$ cat src/rtcb_defs.svh
// Register offsets, field positions, reset values and timing counts
`ifndef RTCB_DEFS_SVH
`define RTCB_DEFS_SVH
`define RTCB_OFS_CTRL     8'h00
`define RTCB_OFS_STAT     8'h04
`define RTCB_OFS_PRE_LD   8'h08
`define RTCB_OFS_PRE_CNT  8'h0C
`define RTCB_OFS_CNT      8'h10
`define RTCB_OFS_CMP      8'h14
`define RTCB_OFS_BKP0     8'h20
`define RTCB_BKP_NUM      10
`define RTCB_PRE_RESET    20'h07FFF
`define RTCB_CMP_RESET    32'hFFFFFFFF
`define RTCB_HSE_DIV      128
`define RTCB_CAL_DIV      64
`define RTCB_CTRL_EN      0
`define RTCB_CTRL_SRC_LO  1
`define RTCB_CTRL_SRC_HI  2
`define RTCB_CTRL_CAL     3
`define RTCB_STAT_SEC     0
`define RTCB_STAT_ALR     1
`endif

$ cat src/rtcb_pkg.sv
// Types shared by the real-time clock block
package rtcb_pkg;
  typedef enum logic [1:0] {
    RTCB_SRC_LSE = 2'b00,
    RTCB_SRC_LSI = 2'b01,
    RTCB_SRC_HSE = 2'b10
  } rtcb_src_t;
  typedef struct packed {
    logic [7:0]  addr;
    logic [31:0] wdata;
    logic        wr;
    logic        rd;
  } rtcb_req_t;
endpackage

$ cat src/rtcb_bkp_mem.sv
// Backup data store: ten 16-bit words with registered read data
`timescale 1ns/10ps
module rtcb_bkp_mem #(
  parameter int WORDS = 10,
  parameter int AW    = 4
) (
  // Clock
  input  wire logic          ref_clk,
  // Write port
  input  wire logic          we,
  input  wire logic [AW-1:0] waddr,
  input  wire logic [15:0]   wdata,
  // Read port
  input  wire logic [AW-1:0] raddr,
  output logic      [15:0]   rdata
);
  logic [15:0] mem [WORDS];

  // No reset: contents must survive a reset of the logic around it
  always_ff @(posedge ref_clk) begin
    if (we && (waddr < AW'(WORDS))) begin
      mem[waddr] <= wdata;
    end
  end

  always_ff @(posedge ref_clk) begin
    if (raddr < AW'(WORDS)) begin
      rdata <= mem[raddr];
    end else begin
      rdata <= 16'h0000;
    end
  end
endmodule

$ cat src/rtcb_top.sv
// Real-time clock: source select, prescaler, counter, alarm, backup store
`timescale 1ns/10ps
`include "rtcb_defs.svh"
module rtcb_top
  import rtcb_pkg::*;
#(
  parameter int PRE_W = 20,
  parameter int CNT_W = 32
) (
  // Clock and reset
  input  wire logic        ref_clk,
  input  wire logic        rstn,
  // Time base sources, synchronous one-cycle-wide edge strobes
  input  wire logic        lse_tick,
  input  wire logic        lsi_tick,
  input  wire logic        hse_tick,
  // Register port
  input  wire logic [7:0]  addr,
  input  wire logic [31:0] wdata,
  input  wire logic        wr,
  input  wire logic        rd,
  output logic      [31:0] rdata,
  // Interrupts and calibration
  output logic             irq_sec,
  output logic             irq_alarm,
  output logic             cal_out
);
  rtcb_req_t             req;
  logic                  enable;
  rtcb_src_t             src;
  logic                  cal_en;
  logic [6:0]            hse_div;
  logic                  tb_tick;
  logic [PRE_W-1:0]      pre_load;
  logic [PRE_W-1:0]      pre_cnt;
  logic [CNT_W-1:0]      cnt;
  logic [CNT_W-1:0]      cmp;
  logic                  sec_tick;
  logic                  sec_flag;
  logic                  alr_flag;
  logic [5:0]            cal_div;
  logic                  rd_q;
  logic [31:0]           reg_rdata;
  logic                  bkp_sel_q;
  logic [15:0]           bkp_rdata;
  logic                  bkp_we;
  logic [3:0]            bkp_idx;
  logic [7:0]            bkp_ofs;

  assign req = '{addr: addr, wdata: wdata, wr: wr, rd: rd};

  function automatic logic is_bkp(input logic [7:0] a);
    is_bkp = (a >= `RTCB_OFS_BKP0) &&
             (a < (`RTCB_OFS_BKP0 + 8'(4 * `RTCB_BKP_NUM))) &&
             (a[1:0] == 2'b00);
  endfunction

  function automatic logic wr_hit(input rtcb_req_t r,
                                  input logic [7:0] ofs);
    wr_hit = r.wr && (r.addr == ofs);
  endfunction

  assign bkp_ofs = req.addr - `RTCB_OFS_BKP0;
  assign bkp_idx = bkp_ofs[5:2];
  assign bkp_we  = req.wr && is_bkp(req.addr);

  // Control register
  always_ff @(posedge ref_clk) begin
    if (!rstn) begin
      enable <= 1'b0;
      src    <= RTCB_SRC_LSE;
      cal_en <= 1'b0;
    end else if (wr_hit(req, `RTCB_OFS_CTRL)) begin
      enable <= req.wdata[`RTCB_CTRL_EN];
      src    <= rtcb_src_t'(req.wdata[`RTCB_CTRL_SRC_HI:`RTCB_CTRL_SRC_LO]);
      cal_en <= req.wdata[`RTCB_CTRL_CAL];
    end
  end

  // HSE divided by 128
  always_ff @(posedge ref_clk) begin
    if (!rstn) begin
      hse_div <= 7'h00;
    end else if (hse_tick) begin
      hse_div <= hse_div + 7'h01;
    end
  end

  // Source select; an illegal code stops the time base
  always_comb begin
    unique case (src)
      RTCB_SRC_LSE: tb_tick = lse_tick;
      RTCB_SRC_LSI: tb_tick = lsi_tick;
      RTCB_SRC_HSE: tb_tick = hse_tick && (hse_div == 7'h7F);
      default:      tb_tick = 1'b0;
    endcase
  end

  always_ff @(posedge ref_clk) begin
    if (!rstn) begin
      pre_load <= PRE_W'(`RTCB_PRE_RESET);
    end else if (wr_hit(req, `RTCB_OFS_PRE_LD)) begin
      pre_load <= req.wdata[PRE_W-1:0];
    end
  end

  // Prescaler counts down, reloading on wrap; a reload write restarts it
  assign sec_tick = enable && tb_tick && (pre_cnt == '0);

  always_ff @(posedge ref_clk) begin
    if (!rstn) begin
      pre_cnt <= PRE_W'(`RTCB_PRE_RESET);
    end else if (wr_hit(req, `RTCB_OFS_PRE_LD)) begin
      pre_cnt <= req.wdata[PRE_W-1:0];
    end else if (enable && tb_tick) begin
      if (pre_cnt == '0) begin
        pre_cnt <= pre_load;
      end else begin
        pre_cnt <= pre_cnt - PRE_W'(1);
      end
    end
  end

  // Counter: a software load wins over a tick in the same cycle
  always_ff @(posedge ref_clk) begin
    if (!rstn) begin
      cnt <= '0;
    end else if (wr_hit(req, `RTCB_OFS_CNT)) begin
      cnt <= req.wdata[CNT_W-1:0];
    end else if (sec_tick) begin
      cnt <= cnt + CNT_W'(1);
    end
  end

  always_ff @(posedge ref_clk) begin
    if (!rstn) begin
      cmp <= CNT_W'(`RTCB_CMP_RESET);
    end else if (wr_hit(req, `RTCB_OFS_CMP)) begin
      cmp <= req.wdata[CNT_W-1:0];
    end
  end

  // Sticky flags, write one to clear; a new event beats the clear
  always_ff @(posedge ref_clk) begin
    if (!rstn) begin
      sec_flag <= 1'b0;
    end else if (sec_tick) begin
      sec_flag <= 1'b1;
    end else if (wr_hit(req, `RTCB_OFS_STAT) &&
                 req.wdata[`RTCB_STAT_SEC]) begin
      sec_flag <= 1'b0;
    end
  end

  always_ff @(posedge ref_clk) begin
    if (!rstn) begin
      alr_flag <= 1'b0;
    end else if (enable && (cnt == cmp) && sec_tick) begin
      alr_flag <= 1'b1;
    end else if (wr_hit(req, `RTCB_OFS_STAT) &&
                 req.wdata[`RTCB_STAT_ALR]) begin
      alr_flag <= 1'b0;
    end
  end

  assign irq_sec   = sec_flag;
  assign irq_alarm = alr_flag;

  // 32768 / 64 = 512 Hz: toggle every 32 source edges
  always_ff @(posedge ref_clk) begin
    if (!rstn) begin
      cal_div <= 6'h00;
    end else if (cal_en && tb_tick) begin
      cal_div <= cal_div + 6'h01;
    end
  end

  always_ff @(posedge ref_clk) begin
    if (!rstn) begin
      cal_out <= 1'b0;
    end else begin
      cal_out <= cal_en && cal_div[5];
    end
  end

  rtcb_bkp_mem #(
    .WORDS (`RTCB_BKP_NUM),
    .AW    (4)
  ) u_bkp (
    .ref_clk (ref_clk),
    .we      (bkp_we),
    .waddr   (bkp_idx),
    .wdata   (req.wdata[15:0]),
    .raddr   (bkp_idx),
    .rdata   (bkp_rdata)
  );

  // Read path: address captured with the strobe, data valid next cycle
  always_ff @(posedge ref_clk) begin
    if (!rstn) begin
      rd_q      <= 1'b0;
      bkp_sel_q <= 1'b0;
      reg_rdata <= 32'h00000000;
    end else begin
      rd_q      <= req.rd;
      bkp_sel_q <= is_bkp(req.addr);
      unique case (req.addr)
        `RTCB_OFS_CTRL:    reg_rdata <= {28'h0000000, cal_en, src, enable};
        `RTCB_OFS_STAT:    reg_rdata <= {30'h00000000, alr_flag, sec_flag};
        `RTCB_OFS_PRE_LD:  reg_rdata <= 32'(pre_load);
        `RTCB_OFS_PRE_CNT: reg_rdata <= 32'(pre_cnt);
        `RTCB_OFS_CNT:     reg_rdata <= 32'(cnt);
        `RTCB_OFS_CMP:     reg_rdata <= 32'(cmp);
        default:           reg_rdata <= 32'h00000000;
      endcase
    end
  end

  always_comb begin
    if (!rd_q) begin
      rdata = 32'h00000000;
    end else if (bkp_sel_q) begin
      rdata = {16'h0000, bkp_rdata};
    end else begin
      rdata = reg_rdata;
    end
  end
endmodule

$ cat config.mk
export PLATFORM = sky130hd
export DESIGN_NAME = rtcb_top
export DESIGN_NICKNAME = d
export VERILOG_FILES = /design/src/rtcb_pkg.sv /design/src/rtcb_bkp_mem.sv /design/src/rtcb_top.sv
export VERILOG_INCLUDE_DIRS = /design/src
export SDC_FILE = /design/constraint.sdc
export NUM_CORES = 1
export LEC_CHECK = 0
export BUFFER_PORTS_ARGS = -buffer_cell sky130_fd_sc_hd__buf_2
export CELL_PAD_IN_SITES_DETAIL_PLACEMENT = 1
export CELL_PAD_IN_SITES_GLOBAL_PLACEMENT = 2
export CORE_AREA = 2 2 191 193
export DETAILED_ROUTE_END_ITERATION = 16
export DIE_AREA = 0 0 193 195
export PLACE_DENSITY_LB_ADDON = 0.15
export SLEW_MARGIN = 25
export SYNTH_ARGS = -nofsm -noshare
export SYNTH_HDL_FRONTEND = slang
export SYNTH_SLANG_ARGS = --single-unit
$ cat constraint.sdc
create_clock -name ref_clk -period 3.45 [get_ports ref_clk]
set_input_delay 0.1725 -clock ref_clk [delete_from_list [all_inputs] [get_ports ref_clk]]
set_output_delay 0.1725 -clock ref_clk [all_outputs]
set_load 0.005 [all_outputs]
* Yosys cells after proc, flatten, opt, wreduce, memory -nomap -nowiden
Memory sizes are Yosys's and may differ from the RTL's. A register that Yosys moved wholly into a read port is not among the register bits. Index checks and enable logic that the tools add are counted.
Operators by class: muxes and demuxes 15, add/subtract/negate cells 5, reductions and logical operators 27, equality and inequality tests 9, $lt $le $gt $ge 3
Operators by type and width (number):
- $pmux 32 s6 | 1
- $mux 32 | 4
- $mux 20 | 3
- $add 32x1->32 const B | 1
- $eq 32x32->1 | 1
- $logic_not 20->1 | 1
- $sub 20x1->20 const B | 1
- $logic_and 1x1->1 | 18
- $eq 8x4->1 const B | 2
- $eq 8x5->1 const B | 2
- $eq 8x3->1 const B | 1
- $ge 8x6->1 const B | 1
- $logic_not 8->1 | 1
- $lt 8x7->1 const B | 1
- $reduce_bool 2->1 | 4
- $add 7x1->7 const B | 1
- $eq 7x7->1 const B | 1
- $add 6x1->6 const B | 1
- $mux 1 | 6
- $sub 6x6->6 const B | 1
- $logic_not 2->1 | 2
- $lt 4x4->1 const B | 1
- $pmux 1 s3 | 1
- $eq 2x1->1 const B | 1
- other kinds (2) | 2
Word-level totals: word-level logic and storage cells 75, bits in writable memories 160, flip-flop bits (word level) 158, memories 1, output and inout bits 35
Memory list:
- u_bkp.mem | depth 10, width 16, rd ports 1, clocked after Yosys merged registers in 1, write ports 1, RTL line rtcb_bkp_mem.sv:17 | logic [15:0] mem [WORDS];

* Logic depth before layout (Yosys ltp)
Gate-level depths: netlist (run 1).
depth in word-level cells 7, gate-level depth with buffers 10

* Cells and area by module
A second synthesis (run 1) with hierarchy kept.
Unflattened totals: cells, all modules 1348, area total of the unflattened synthesis 14801.7 sq um
Modules (own cells, without submodules):
- rtcb_top | times used 1, area each 7892.6 sq um, cells each 988
- rtcb_bkp_mem | times used 1, area each 6909.1 sq um, cells each 360

* Least setup slack after synthesis (run 1)
No wires, ideal clock.
path kind input port to flip-flop, start input port addr[1], end memory u_bkp.mem[4][0] (enable), data arrival time 2178 ps, setup slack 862 ps, library setup time 409 ps, stages on the path 3, buffers on the path 0, cell sequence nor4_1 -> nand4_1 -> nor3_1
On the way: cells in the longest elaborated chain, start to end 7, elaborated cells between the ends (all ways) 11, classes of those cells add/sub: 1; order compare: 3; mux: 2; reduce/logical: 5
RTL lines:
- start, declared | RTL line rtcb_top.sv:18 | input wire logic [7:0] addr,
- parallel branches: the longest is 7 deep, another holds $sub 6x6->6
- end, declared | RTL line rtcb_bkp_mem.sv:17
Several ways; the timed one is not identified.

* Worst setup path after layout (run 1)
start register hse_div[0], end register cnt[31]
On the way: cells in the longest elaborated chain, start to end 6
RTL lines:
- start, declared | RTL line rtcb_top.sv:32 | logic [6:0] hse_div;
- start signal, assigned | RTL line rtcb_top.sv:85 | hse_div <= hse_div + 7'h01;
- $eq 7x7->1 | RTL line rtcb_top.sv:94 | RTCB_SRC_HSE: tb_tick = hse_tick && (hse_div == 7'h7F);
- $logic_and 1x1->1 | RTL line rtcb_top.sv:94
- $pmux 1 s3 | RTL line rtcb_top.sv:91 | unique case (src)
- $logic_and 1x1->1 (2 in series) | RTL line rtcb_top.sv:108 | assign sec_tick = enable && tb_tick && (pre_cnt == '0);
- $reduce_bool 2->1 (no source line)
- end signal, assigned | RTL line rtcb_top.sv:129 | cnt <= req.wdata[CNT_W-1:0];
- end signal, assigned | RTL line rtcb_top.sv:131 | cnt <= cnt + CNT_W'(1);
- end, declared | RTL line rtcb_top.sv:36 | logic [CNT_W-1:0] cnt;
No other way between the ends. A chain may end at the register's enable or synchronous reset.

==> impl_results.md, run 1 <==
* Launch point of the worst path: hse_div[0]$_SDFFE_PN0P_
* Worst path slowest cell: nor4_1
* Inst Count DP at around 1800
* Setup TNS at 0 ns
* GRT Util Overall at approximately a quarter
* Number of flops mapped to enable cells by yosys at between 150 and 200
* Final hold vios at 0
* Worst setup path category: register to register
* Largest net degree at the start of global routing at 52
* CTS Root Cell: clkbuf_16
* Slew HR at between 30% and 40%
* Top-Level Pins at between 80 and 90
* Cell Rows at 69
* Initial antenna violation count at 2
* Top_reg_cell synth: dfxtp_1
* Final Max Slew Viols at 0
* H-Tree Depth at 2
* Skew final at about 0.022 ns
* DR iter-0 viols at a little under 900
* Residual DRC at 0
* Global-route wire length before repair at roughly 68000 um
* Chip width at 193 um
* CP Data Arrival Time at ~3.2 ns
* CP Depth at 7
* Layout area overhead at 17.6%
* Detailed-route via count at around 11000
* Die area at around 38000 sq um
* Initial cell density of the core at just over 40%
* Seq cells post-synth at between 300 and 400
* Filler cells at between 3000 and 4000
* N_diodes at 0
* PwrDens at 517 nW/um^2
* Pre-Repair DR Iteration Count at 6
* Post-CTS resize count at 0
* Post-CTS setup buffers at 0
* Max Freq at roughly 360 MHz
* Worst path top cell family by delay: simple AND/OR/NAND/NOR gates
* CTS tree: built
* Worst r2r src: hse_div[0]$_SDFFE_PN0P_
* Ys async rst share at 0%
* Worst Tran Pin Value at about 0.9 ns
* Share of cells above drive strength 1 at around 18%
* Outcome: completed
* Detailed Place HPWL at about 30000 um
* Mapped Cells at between 1000 and 1500
* Worst setup SP type: register
* CP required at roughly 3.9 ns
* Worst skew pair latency at 0.55 ns
* Critical path cell sequence: ha_1, nand4_1, nor3_1, o2111ai_1, nor4_1, xnor2_1, a21oi_1
* Avg Cell Area, Syn at 11.1 sq um
* CP endpoint kind: register
* Post-Synthesis Cell Area at ~14000 sq um
* Vias per inst at 5.66
* Worst Path Buf+Inv at 0
* Clk buf depth at 3
* # clock sinks at 334
* Post-route ant nets at 0
* Final wirelength at between 40000 and 50000 um
* Vias in the first global route at 10800
* Die height at just under 200 um
* GRT overflow at 0
* Fin crit period at about 2.8 ns
* Routed len/inst at approximately 24 um
* Placer Congestion at about 0.84
* Crit Reg-Reg Endpoint: cnt[31]$_SDFFE_PN0P_
* Port-buffer cells at 81
* Syn Nets at between 1000 and 1500
* Yosys warns at 0
* Final setup fails at 0
* CTS clock-pin slew for the worst setup and hold paths at ~0.060 ns
* Hold Crit Class: input pin to register
* Maxcap violations at 0
* Crit path to: cnt[31]$_SDFFE_PN0P_
* Fin nets at between 1000 and 1500
* CP max FO at 6
* R2R depth at 7
* RSZ-0062 raised after global routing: no
* VDD IR max at 0.409 mV
* Area of the core at 35400 sq um
* Sequential area share after synthesis at between 50% and 60%
* Yosys cell types at 62
* Num CTS Buffers at 38
* Flop-to-flop setup slack at 0.69 ns
* Leak at between 5 and 6 nW
* Max stage delay on crit path at approximately 0.64 ns
* Post-Layout Cell Count at 1870
* Fin crit share at about four fifths
[cells by family after synthesis]
| group | after synthesis | synth area share, % |
|---|---|---|
| AND/OR/NAND/NOR | 449 | 15.1 |
| multiplexers | 78 | 8.56 |
| flip-flops | 334 | 57.7 |
| adder cells (fa/ha/maj) | 5 | 0.436 |
| XOR/XNOR | 77 | 4.70 |
| AO/OA/AOI/OAI | 244 | 10.8 |
| buffers and inverters | 101 | 2.71 |
[area by class of cell]
| type | count | area [sq um] | area share, % |
|---|---|---|---|
| clock buffer | 57 | 1120 | 6.67 |
| clock inverter | 13 | 183 | 1.08 |
| inverter | 10 | 37.5 | 0.222 |
| multi-input combinational | 853 | 5740 | 34.0 |
| sequential | 334 | 8290 | 49.1 |
| tap | 461 | 577 | 3.42 |
| timing repair buffer | 142 | 931 | 5.52 |
[synth_stat cells (all sizes together) (21+ instances only)]
master  count  area, sq um
a21oi      93          465
and2       25          156
clkbuf     80          300
dfxtp     174         3480
edfxtp    160         4800
mux2i      26          260
mux4       34          766
nand2     170          638
nand3      57          285
nand4      29          181
nor2       71          267
nor2b      21          131
nor3       22          115
o21ai      57          285
xor2       63          552
[layout by cell type (no fill, tap or decap), drive strengths merged, types with 8 or more instances in the layout]
| master | count |
|---|---|
| and2 | 25 |
| nand4 | 29 |
| inv | 12 |
| xnor2 | 14 |
| mux2 | 18 |
| nand3 | 57 |
| a221oi | 17 |
| nor2b | 21 |
| a21oi | 93 |
| dfxtp | 174 |
| nand2 | 170 |
| a22oi | 18 |
| nor3 | 22 |
| clkbuf | 57 |
| dlygate4sd3 | 21 |
| mux2i | 26 |
| and3 | 10 |
| nor4 | 17 |
| o21ai | 57 |
| mux4 | 34 |
| nor2 | 71 |
| edfxtp | 160 |
| a222oi | 16 |
| clkinv | 8 |
| or3 | 8 |
| buf | 121 |
| xor2 | 63 |
[per-layer routing]
| metal | share of wire (%) | up-vias | GRT usage [%] |
|---|---|---|---|
| met5 | 0.018 | - | 0 |
| met4 | 1.9 | 2 | 5.33 |
| met3 | 4.9 | 55 | 3.83 |
| met2 | 46 | 249 | 37.8 |
| met1 | 47 | 5353 | 34.8 |
| li1 | - | 4927 | - |
[power breakdown]
group,switching [mW],internal (mW)
registers,0.0187,4.18
logic,0.214,0.126
clock network,1.68,2.51
[worst min path at each step]
stage	start	endpoint	slack (ns)	depth (start not counted)
after floorplan	wdata[0]	u_bkp.mem[0][0]$_DFFE_PP_	0.27	0
final	wdata[4]	u_bkp.mem[5][4]$_DFFE_PP_	0.03	1
after CTS	wdata[7]	u_bkp.mem[5][7]$_DFFE_PP_	0.004	1
after global routing	wdata[5]	u_bkp.mem[3][5]$_DFFE_PP_	0.02	1
after global placement	rd	rd_q$_SDFF_PN0_	0.38	2
after detailed placement	rd	rd_q$_SDFF_PN0_	0.40	2
[registers in the layout (all words and copies together), names as in the netlist, 2 cells and up]
signal       cells
u_bkp.rdata     16
hse_div          7
reg_rdata       32
cmp             32
pre_cnt         20
cal_div          6
cnt             32
pre_load        20
src              2
u_bkp.mem      160
[per-stage QoR]
stage / worst slack (ns) / cell area [sq um] / power (mW) / utilization [%] / hold slack, ns
final: 0.691 / 16900 / 8.72 / 47.7 / 0.0335
after global routing: 0.504 / 16900 / 9.00 / 47.7 / 0.0164
after CTS: 0.715 / 16900 / 8.82 / 47.7 / 0.00423
after detailed placement: 0.764 / 15400 / 4.60 / 43.4 / 0.396
after global placement: 0.763 / 15400 / 4.60 / 43.4 / 0.383
after floorplan: 0.862 / 14400 / 4.44 / - / 0.271
[what timing repair did]
action                                  in CTS  in global routing
hold buffers                                21                  0
endpoints found under the setup margin       0                  0
hold endpoints to repair                    42                  0
No activity file was read; power rests on OpenSTA's default activity.
==> run 2: changes to the inputs <==
CORE_AREA = 2 2 200 202   (was 2 2 191 193)
DIE_AREA = 0 0 202 204   (was 0 0 193 195)
clock period = 2.5 ns   (was 3.45 ns; I/O delays follow)
==> run 2 against run 1 <==
Combinational power increased by 50%. Worst hold slack gained 0.051 ns. Register-to-register slack lost 0.52 ns. Design area increased by 4.3%. Fmax rose by 19%. Setup slack lost 0.52 ns. Critical path depth rose by 2. Cell count is 7.6% higher. Non-clock buffer count up 76. First-iteration DRC count down 29%. Core utilization is 2.7 points lower. Sequential power grew 38%. Highest routed layer is now met4.
==> impl_results.md, run 2 (synthesized netlist as in run 1, its figures left out) <==
* Most frequent cells in the layout: dfxtp_1, nand2_1, edfxtp_1, buf_4, a21oi_1
* R2R depth at 9 (+2)
* Initial antenna violation count at 0 (-2)
* Worst setup SP type: register
* Total chip power at 12.0 mW (+38%)
* Num CTS Buffers at 39 (+2.6%)
* Leak at 6.27 nW (+6.3%)
* Hold_ws at 0.0842 ns (+0.0507 ns)
* Final hold vios at 0 (unchanged)
* PwrDens at 681 nW/um^2 (+32%)
* Vias in the first global route at 11000 (+1.9%)
* Multi-input gate area at 5740 sq um (about the same)
* Sequential Area at 8290 sq um (unchanged)
* Worst path slowest cell: or3_4
* Maxcap violations at 0 (unchanged)
* Final instance area at 17600 sq um (+4.3%)
* Layout area overhead at 22.6%
* CTS clock-pin slew for the worst setup and hold paths at 0.06 ns (about the same)
* GRT overflow at 0 (unchanged)
* Port-buffer cells at 81 (unchanged)
* Worst Tran Pin Value at 0.959 ns (+0.0532 ns)
* Crit Reg-Reg Endpoint: cnt[30]$_SDFFE_PN0P_
* Setup TNS at 0 ns (unchanged)
* Fin nets at 1508 (+5.4%)
* Die height at 204 um (+4.6%)
* Max Freq at 430 MHz (+19%)
* Cell Rows at 73 (+5.8%)
* Global-route wire length before repair at 69600 um (+2.5%)
* Final setup fails at 0 (unchanged)
* Fin crit share at 93.0% (+13 points)
* Detailed-route via count at 10800 (+1.8%)
* Chip width at 202 um (+4.7%)
* Outcome: completed
* VDD IR max at 0.485 mV (+19%)
* CTS Root Cell: clkbuf_16
* Slew HR at 35.8% (-3.6 points)
* Most used cell, CP: nand4_1
* Max stage delay on crit path at 0.40 ns (-0.24 ns)
* Worst setup path category: register to register
* Routed len/inst at 22.9 um (-3.6%)
* N_diodes at 0 (unchanged)
* RSZ-0062 raised after global routing: no
* Worst skew pair latency at 0.57 ns (+0.02 ns)
* Largest net degree at the start of global routing at 47 (-9.6%)
* Skew final at 0.0177 ns (-0.00454 ns)
* # clock sinks at 334 (unchanged)
* Die area at 41200 sq um (+9.5%)
* Placer Congestion at 0.872 (+4.1%)
* Initial cell density of the core at 36.6% (-3.9 points)
* Filler cells at 4271 (+12%)
* Pre-Repair DR Iteration Count at 7 (+1)
* Fin crit period at 2.33 ns (-0.433 ns)
* Most flops, register: u_bkp.mem
* GRT Util Overall at 22.5% (-1.4 points)
* CP required at 2.99 ns (-0.88 ns)
* Placed instance area at 15900 sq um (+3.6%)
* Flop-to-flop setup slack at 0.17 ns (-0.52 ns)
* DR iter-0 viols at 618 (-29%)
* Post-route ant nets at 0 (unchanged)
* Hold-critical path depth at 4 (+3)
* Hold Crit Class: input pin to register
* Top-Level Pins at 82 (unchanged)
* H-Tree Depth at 2 (unchanged)
* Final wirelength at 46000 um (+3.7%)
* CTS tree: built
* Critical path cell sequence: ha_1, nand4_1, or3_4, a2111oi_4, buf_6, clkbuf_16, nand4_1, xor2_1, a21oi_1
* Residual DRC at 0 (unchanged)
* CP Data Arrival Time at 2.82 ns (-0.36 ns)
* Detailed Place HPWL at 31700 um (+5.8%)
* Share of cells above drive strength 1 at 20.8% (+3.1 points)
* Final core utilization at 44.9% (-2.7 points)
* Clk buf depth at 3 (unchanged)
* Final Max Slew Viols at 0 (unchanged)
* WHS Endpoint: u_bkp.rdata[7]$_SDFF_PP0_
* Area of the core at 39200 sq um (+11%)
* Vias per inst at 5.36 (-5.4%)
* Max FFs per register at 160 (unchanged)
* Worst r2r src: hse_div[0]$_SDFFE_PN0P_
* Commonest non-fill, non-tap cell in the layout: dfxtp_1
* CP max FO at 10 (+4)
* CP endpoint kind: register
* Hold Startpoint: addr[5]
-- run 2: cell count changes in the layout (fill, tap and decap cells not counted), sizes merged --
cell / before / now
buf: 121 / 181
dlygate4sd3: 21 / 36
clkbuf: 57 / 52
clkinv: 8 / 12
clkinvlp: 0 / 2
inv: 12 / 14
-- run 2: final cells by class --
| cell class | instances | area share (%) |
|---|---|---|
| flip-flops and latches | 334 | 47.1 |
| inverters | 10 | 0.213 |
| clock inverters | 21 | 1.27 |
| clock buffers | 51 | 5.97 |
| multi-input cells | 853 | 32.6 |
| repair buffers | 218 | 9.15 |
| well taps | 525 | 3.73 |
-- run 2: how the worst max path moves through the flow --
| stage | from | to | slack [ns] | depth (start not counted) |
|---|---|---|---|---|
| after global placement | addr[1] | reg_rdata[5]$_SDFF_PN0_ | 0.007 | 7 |
| after detailed placement | addr[1] | reg_rdata[5]$_SDFF_PN0_ | 0.06 | 7 |
| after floorplan | addr[2] | u_bkp.mem[8][0]$_DFFE_PP_ | 0.06 | 4 |
| after global routing | hse_div[0]$_SDFFE_PN0P_ | cnt[19]$_SDFFE_PN0P_ | 0.008 | 9 |
| after CTS | hse_div[0]$_SDFFE_PN0P_ | cnt[18]$_SDFFE_PN0P_ | 0.04 | 8 |
| final | hse_div[0]$_SDFFE_PN0P_ | cnt[30]$_SDFFE_PN0P_ | 0.17 | 9 |
-- run 2: worst max-delay path: cells and delay by family, from the launching register on --
kind,cells,cell delay [ns]
xor gates and xnor gates,1,0.16
and+or+nand+nor,3,0.66
buffers and inverters,2,0.36
adders and majority gates,1,0.19
DFF,1,0.37
AOI/OAI and AO/OA,2,0.52
-- run 2: timing repair --
item / 4_1_cts / 5_1_grt
hold buffers: 36 / 0
hold endpoints to repair: 219 / 0
setup endpoints to repair: 0 / 21
setup buffers: 0 / 3
resized for setup: 0 / 3
-- run 2: metrics by stage --
stage	worst slack, ns	instances
after floorplan	0.0587	1288
after global placement	0.00672	1900
after detailed placement	0.0643	1900
after CTS	0.0361	2008
after global routing	0.00754	2012
final	0.174	2012
-- run 2: where the power goes --
group / leakage [nW] / internal (mW) / switching (mW)
Combinational: 2.80 / 0.202 / 0.309
Clock: 0.621 / 3.32 / 2.38
Sequential: 2.85 / 5.76 / 0.0180
-- run 2: layer usage --
layer / GRT usage [%] / routed length (um) / vias to the layer above
met3: 3.57 / 2150 / 60
met2: 35.5 / 21000 / 252
met5: 0 / 0 / -
met1: 31.9 / 21500 / 5371
li1: - / - / 5092
met4: 7.04 / 1340 / 0
